<file path="config.mk">
export PLATFORM = sky130hd
export DESIGN_NAME = ocr_filter
export DESIGN_NICKNAME = d
export VERILOG_FILES = /design/src/include/ocr_pkg.sv /design/src/hw/ocr_filter.sv
export SDC_FILE = /design/constraint.sdc
export NUM_CORES = 1
export LEC_CHECK = 0
export BUFFER_PORTS_ARGS = -buffer_cell sky130_fd_sc_hd__buf_4
export CAP_MARGIN = 20
export CORE_AREA = 4 4 142 144
export CTS_BUF_LIST = sky130_fd_sc_hd__clkbuf_4 sky130_fd_sc_hd__clkbuf_8
export CTS_CLUSTER_DIAMETER = 120
export DETAILED_ROUTE_END_ITERATION = 6
export DIE_AREA = 0 0 146 148
export PLACE_DENSITY_LB_ADDON = 0.1
export REMOVE_ABC_BUFFERS = 1
export SYNTH_ARGS = -nofsm -noshare
export SYNTH_HDL_FRONTEND = slang
export SYNTH_SLANG_ARGS = --single-unit
</file>
<file path="constraint.sdc">
create_clock -name clk -period 2.7 [get_ports clk]
set_clock_uncertainty 0.15 [all_clocks]
set_input_delay 0.54 -clock clk [delete_from_list [all_inputs] [get_ports clk]]
set_output_delay 0.54 -clock clk [all_outputs]
set_load 0.01 [all_outputs]
</file>
<file path="src/include/ocr_pkg.sv">
// Constants and types for the off-core response filter block
package ocr_pkg;

    // ------------------------------------------------------------
    // Filter register layout
    // ------------------------------------------------------------
    localparam int FILT_W      = 64;
    localparam int REQ_LSB     = 0;
    localparam int REQ_MSB     = 15;
    localparam int SUPP_LSB    = 16;
    localparam int SUPP_MSB    = 30;
    localparam int SNOOP_LSB   = 31;
    localparam int SNOOP_MSB   = 37;
    localparam int REQ_W       = REQ_MSB - REQ_LSB + 1;
    localparam int SUPP_W      = SUPP_MSB - SUPP_LSB + 1;
    localparam int SNOOP_W     = SNOOP_MSB - SNOOP_LSB + 1;

    // Request type bit positions
    localparam int BIT_DMND_DATA   = 0;
    localparam int BIT_DMND_OWN    = 1;
    localparam int BIT_DMND_CODE   = 2;
    localparam int BIT_PF_DATA     = 4;
    localparam int BIT_PF_OWN      = 5;
    localparam int BIT_PF_CODE     = 6;
    localparam int BIT_REQ_OTHER   = 15;

    // Supplier bit positions
    localparam int BIT_ANY_RSP     = 16;
    localparam int BIT_NO_SUPPLIER_SEL     = 17;
    localparam int BIT_LLC_MOD     = 18;
    localparam int BIT_LLC_EXCL    = 19;
    localparam int BIT_LLC_SHRD    = 20;
    localparam int BIT_LOCAL_MEM   = 22;
    localparam int BIT_L4_LOCAL    = 22;
    localparam int BIT_L4_HOP0     = 23;
    localparam int BIT_L4_HOP1     = 24;
    localparam int BIT_L4_FAR      = 25;

    // Writable bits per product variant; all others read as zero
    localparam logic [63:0] WR_MASK_LMC = 64'h0000_003f_805f_8077;
    localparam logic [63:0] WR_MASK_L4C = 64'h0000_003f_83df_8077;
    localparam logic [63:0] FILT_RST    = 64'h0000_0000_0000_0000;

    // Product variants
    localparam int VAR_LMC = 0;
    localparam int VAR_L4C = 1;

    // ------------------------------------------------------------
    // Sampling record offsets
    // ------------------------------------------------------------
    localparam logic [7:0] REC_NEXT_IP_OFF = 8'h08;
    localparam logic [7:0] REC_TRIG_IP_OFF = 8'hb0;
    localparam logic [7:0] REC_OFF_RST     = 8'h00;
    localparam int         IP_W            = 64;

    // ------------------------------------------------------------
    // Types
    // ------------------------------------------------------------
    typedef struct packed {
        logic [SNOOP_W-1:0] snoop;
        logic [SUPP_W-1:0]  supplier;
        logic [REQ_W-1:0]   req_type;
    } ocr_rsp_s;

    typedef struct packed {
        logic [IP_W-1:0] trigger_instruction_pointer;
        logic [IP_W-1:0] next_instruction_pointer;
    } ocr_ip_s;

    typedef enum logic [1:0] {
        REC_IDLE = 2'h0,
        REC_NEXT = 2'h1,
        REC_TRIG = 2'h3
    } ocr_rec_st_e;

endpackage

</file>
<file path="src/hw/ocr_filter.sv">
// Off-core response event filter and precise sample record writer
// Operation
// - Word at 0B0H holds the retired triggering instruction address.
// - Record word at offset 08H carries the next instruction address.
// - Filter holds request type 15:0, supplier 30:16, snoop 37:31.
// - Request bit 0 selects demand data and page-table line reads.
// - Request bit 1 selects demand and first-level ownership reads.
// - Request bit 2 selects demand and first-level code line reads.
// - Request bits 4, 5, 6 select second-level prefetch reads.
// - Request bit 15 selects any other core-uncore request, including I/O.
// - Supplier bit 16 matches every response type.
// - Supplier bit 17 matches responses without supplier information.
// - Supplier bits 18-20 match third-level modified, exclusive, shared hits.
// - First variant: bit 22 local memory, bits 21 and 30:23 reserved.
// - Fourth-level variant: bits 22-25 fourth cache hits, 30:26 reserved.
module ocr_filter #(
    parameter int VARIANT = ocr_pkg::VAR_LMC
) (
    input  wire logic                  clk,
    input  wire logic                  sys_rst,
    input  wire logic                  filt_wr_en,
    input  wire logic [63:0]           filt_wr_data,
    output logic      [63:0]           filt_rd_data_q,
    input  wire logic                  rsp_valid,
    input  wire ocr_pkg::ocr_rsp_s     rsp_info,
    output logic                       event_count_q,
    input  wire logic                  assist_req,
    input  wire ocr_pkg::ocr_ip_s      assist_ip,
    output logic                       assist_busy_q,
    output logic                       rec_wr_q,
    output logic      [7:0]            rec_offset_q,
    output logic      [63:0]           rec_data_q
);

    // ------------------------------------------------------------
    // Elaboration check
    // ------------------------------------------------------------
    if (VARIANT != ocr_pkg::VAR_LMC
            && VARIANT != ocr_pkg::VAR_L4C) begin : g_bad
        $error("VARIANT must be 0 or 1");
    end

    // ------------------------------------------------------------
    // Filter register
    // ------------------------------------------------------------
    localparam logic [63:0] WR_MASK = (VARIANT == ocr_pkg::VAR_L4C) ?
        ocr_pkg::WR_MASK_L4C : ocr_pkg::WR_MASK_LMC;

    logic [63:0] filt_q;
    logic [63:0] filt_d;

    assign filt_d = filt_wr_en ? (filt_wr_data & WR_MASK) : filt_q;

    always_ff @(posedge clk) begin
        if (sys_rst) begin
            filt_q         <= ocr_pkg::FILT_RST;
            filt_rd_data_q <= ocr_pkg::FILT_RST;
        end else begin
            filt_q         <= filt_d;
            filt_rd_data_q <= filt_d;
        end
    end

    // ------------------------------------------------------------
    // Response qualification
    // ------------------------------------------------------------
    wire [ocr_pkg::REQ_W-1:0]   req_sel;
    wire [ocr_pkg::SUPP_W-1:0]  supp_sel;
    wire [ocr_pkg::SNOOP_W-1:0] snoop_sel;
    wire                        any_rsp;
    wire                        req_hit;
    wire                        supp_hit;
    wire                        snoop_hit;
    wire                        count_d;

    assign req_sel   = filt_q[ocr_pkg::REQ_MSB:ocr_pkg::REQ_LSB];
    assign supp_sel  = filt_q[ocr_pkg::SUPP_MSB:ocr_pkg::SUPP_LSB];
    assign snoop_sel = filt_q[ocr_pkg::SNOOP_MSB:ocr_pkg::SNOOP_LSB];
    assign any_rsp   = filt_q[ocr_pkg::BIT_ANY_RSP];

    // Request bits 0-2, 4-6 and 15 each pick one class of request
    assign req_hit = |(req_sel & rsp_info.req_type);

    // Reserved supplier bits are never stored, so they never match
    assign supp_hit = any_rsp ||
        |(supp_sel & rsp_info.supplier);
    assign snoop_hit = |(snoop_sel & rsp_info.snoop);

    assign count_d = rsp_valid && req_hit
                     && (supp_hit || snoop_hit);

    always_ff @(posedge clk) begin
        if (sys_rst) begin
            event_count_q <= 1'h0;
        end else begin
            event_count_q <= count_d;
        end
    end

    // ------------------------------------------------------------
    // Sample record writer
    // ------------------------------------------------------------
    ocr_pkg::ocr_rec_st_e st_q;
    ocr_pkg::ocr_rec_st_e st_d;
    logic [63:0]          trig_ip_q;
    logic [63:0]          trig_ip_d;
    wire                  take;

    assign take = (st_q == ocr_pkg::REC_IDLE) && assist_req;
    assign trig_ip_d = take ? assist_ip.trigger_instruction_pointer
                            : trig_ip_q;

    always_comb begin
        st_d = st_q;
        unique case (st_q)
            ocr_pkg::REC_IDLE: begin
                if (assist_req) begin
                    st_d = ocr_pkg::REC_NEXT;
                end
            end
            ocr_pkg::REC_NEXT: begin
                st_d = ocr_pkg::REC_TRIG;
            end
            ocr_pkg::REC_TRIG: begin
                st_d = ocr_pkg::REC_IDLE;
            end
            default: begin
                st_d = ocr_pkg::REC_IDLE;
            end
        endcase
    end

    always_ff @(posedge clk) begin
        if (sys_rst) begin
            st_q      <= ocr_pkg::REC_IDLE;
            trig_ip_q <= 64'h0;
        end else begin
            st_q      <= st_d;
            trig_ip_q <= trig_ip_d;
        end
    end

    // Next address goes out first, triggering address second
    wire        wr_next;
    wire        wr_trig;
    wire [7:0]  off_d;
    wire [63:0] data_d;

    assign wr_next = take;
    assign wr_trig = (st_q == ocr_pkg::REC_NEXT);
    assign off_d = wr_next ? ocr_pkg::REC_NEXT_IP_OFF :
                   wr_trig ? ocr_pkg::REC_TRIG_IP_OFF :
                   ocr_pkg::REC_OFF_RST;
    assign data_d = wr_next ? assist_ip.next_instruction_pointer :
                    wr_trig ? trig_ip_q :
                    64'h0;

    always_ff @(posedge clk) begin
        if (sys_rst) begin
            rec_wr_q      <= 1'h0;
            rec_offset_q  <= ocr_pkg::REC_OFF_RST;
            rec_data_q    <= 64'h0;
            assist_busy_q <= 1'h0;
        end else begin
            rec_wr_q      <= wr_next || wr_trig;
            rec_offset_q  <= off_d;
            rec_data_q    <= data_d;
            assist_busy_q <= (st_d != ocr_pkg::REC_IDLE);
        end
    end
endmodule

</file>
==> results.cfg <==
[yosys]
yosys.area_share.xor_xnor_pct = 0
synthArstFlopShare_pct = 0
ys_seq_area_share_pct = 59.4
synth_warnings = 0
synth-adder-area-share_pct = 0
synth_edf_count = 0
netlist_instances = 428
synth-simple-area-share_pct = 3.02
syn_area_per_cell_um2 = 12.2
ys_seq_elements = 155
synth-compound-area-share_pct = 23.2
yosysUniqueCellTypes = 22
synth_area_um2 = 5230
synthMuxAreaShare_pct = 3.83
synth_ff_type = dfxtp_1
synth_top_family_by_area = compound AO/OA/AOI/OAI gates

[worst_setup_path]
crit_fanout = 33
path_delay_family = simple AND/OR/NAND/NOR gates
path_cells = nor3b_1, nor2_4, buf_4, a22o_1
ff2ff_path_depth = 4
worstSetupEndpointType = flop
crit_type = reg -> reg
cp_slowest_stage_delay_ns = 0.72
rr_endpoint = trig_ip_q[50]$_SDFFE_PP0P_
arrival_ns = 2.39
start_kind = flop
crit_start = st_q[1]$_SDFF_PP0_
cp-endpoint = trig_ip_q[50]$_SDFFE_PP0P_
path_buf_inv = 1
cp.depth = 4
r2r_slack_ns = 0.54
r2r-start = st_q[1]$_SDFF_PP0_
critPathRequiredTime_ns = 2.93
slowest_stage = nor2_4

[clock_tree]
cts_tree = yes
clkTransAtPathRegs_ns = 0.08
postCtsSetupRepairBufs = 0
clock_sinks = 155
cts_root_buffer = clkbuf_8
cts_hold_buf = 0
cts-htree-levels = 4
post_cts_resized = 0
cts_buffers = 17
clockBufferDepth = 2
clk_latency_ns = 0.43

[floorplan]
core-area_um2 = 18700
die_height_um = 148
start_util_pct = 27.9
die_width_um = 146
dieArea_um2 = 21600
ioPinCount = 374
core.rowCount = 50

[grt]
antenna_found_initial = 0
grt-ovfl-total = 0
grt_pass1_vias = 4272
grt_usage_pct = 13.3
grt_pass1_wl_um = 22800
grt_max_degree = 83

[final_layout]
fillCellCount = 1856
finalCoreUtilization_pct = 40.7
num-nets-final = 916
drive_above_1_share_pct = 43.6
fin_cells = 925
final_cell_mix = buf_4, dfxtp_1, a22o_1
area_delta_synth_final_pct = 45.6
n_antenna_cell = 0
layout_commonest_cell = buf_4
stdcell_area_um2 = 7610

[power]
p_per_area_nw_per_um2 = 648
vdd_drop_max_v = 0.000294
total_power_w = 0.00493
leakagePower_nw = 3.62

[sta]
period_minus_slack_ns = 2.16
finalCritPeriodShare_pct = 79.9
setup_viol = 0
finalHoldViolCount = 0
worst_slew_pin_slew_ns = 0.929
rsz0062_at_grt = no
fmaxAchievable_ghz = 0.463
tns_ns = 0
relSlewSlack_pct = 37.9
slew_violations = 0

[place]
io_buffers = 262
place_inst = 896
gp_congestion = 0.742
postPlaceCellArea_um2 = 7200
dp_hpwl_um = 11100

[min_path]
hp-class = in -> reg

[drt]
via_per_inst = 4.44
drtIter0Drc = 150
drt_pass1_iterations = 4
ant_nets = 0
num_vias = 4111
detail_route.wl_per_cell_um = 16.4
routed_wl_um = 15200
drc = 0

[flow_run]
drv_cap = 0

[run_status]
outcome = complete, no violations
==> state kept, by name (all words and copies together) (netlist names) <==
name / cells
event_count_q: 1
rec_data_q: 64
trig_ip_q: 64
rec_wr_q: 1
filt_q: 20
rec_offset_q: 2
st_q: 2
assist_busy_q: 1
==> metrics by stage <==
| stage | setup slack, ns | hold slack [ns] |
|---|---|---|
| 6_report | 0.542 | 0.160 |
| 5_1_grt | 0.369 | 0.126 |
| 4_1_cts | 0.467 | 0.112 |
| 3_5_place_dp | 0.317 | 0.304 |
| 3_3_place_gp | 0.373 | 0.301 |
| 2_1_floorplan | -1.49 | 0.293 |
==> where the power goes <==
| group | switching, W | internal (W) |
|---|---|---|
| Clock | 0.000804 | 0.000993 |
| Sequential | 0.0000698 | 0.00242 |
| Combinational | 0.000274 | 0.000365 |
| Total | 0.00115 | 0.00378 |
==> worst min-delay path by stage <==
| stage | from | end | slack (ns) | depth (start not counted) |
|---|---|---|---|---|
| 2_1_floorplan | trig_ip_q[0]$_SDFFE_PP0P_ | rec_data_q[0]$_SDFF_PP0_ | 0.29 | 1 |
| 3_3_place_gp | trig_ip_q[43]$_SDFFE_PP0P_ | rec_data_q[43]$_SDFF_PP0_ | 0.30 | 1 |
| 3_5_place_dp | trig_ip_q[41]$_SDFFE_PP0P_ | rec_data_q[41]$_SDFF_PP0_ | 0.30 | 1 |
| 4_1_cts | assist_ip[70] | trig_ip_q[6]$_SDFFE_PP0P_ | 0.11 | 2 |
| 5_1_grt | assist_ip[68] | trig_ip_q[4]$_SDFFE_PP0P_ | 0.13 | 2 |
| 6_report | assist_ip[75] | trig_ip_q[11]$_SDFFE_PP0P_ | 0.16 | 2 |
==> routing by layer <==
layer	global-route usage [%]	share of wire (%)
met5	0	0
met4	4.37	1.2
met3	8.55	14
met2	22.3	47
met1	13.7	38
==> synthesized netlist by cell type (2+ instances only) <==
cell	count	area, um^2
a222oi_1	2	20.0
a22o_1	129	1130
a22oi_1	4	30.0
buf_1	2	7.51
buf_2	21	105
buf_4	57	428
clkbuf_1	2	7.51
dfxtp_1	155	3100
mux2i_1	20	200
nor2_1	21	78.8
nor3_1	3	15.0
nor3b_1	2	15.0
==> kinds of logic (layout without fill, tap and decap cells) <==
kind of cell,after synthesis,after routing
mux,20,20
simple gates,30,30
buf+inv,83,299
other cells,1,48
compound gates,139,139
flops,155,155
==> final cells by class <==
cell class                 instances  area, um^2  share of cell area, %
clock buffer                      22         290                   3.81
clock inverter                     7         116                   1.53
inverter                           1        3.75                 0.0493
multi-input combinational        237        1760                   23.1
sequential                       155        3100                   40.8
tap                              234         293                   3.85
timing repair buffer             269        2040                   26.9
Power figures use the tool's default switching activity.
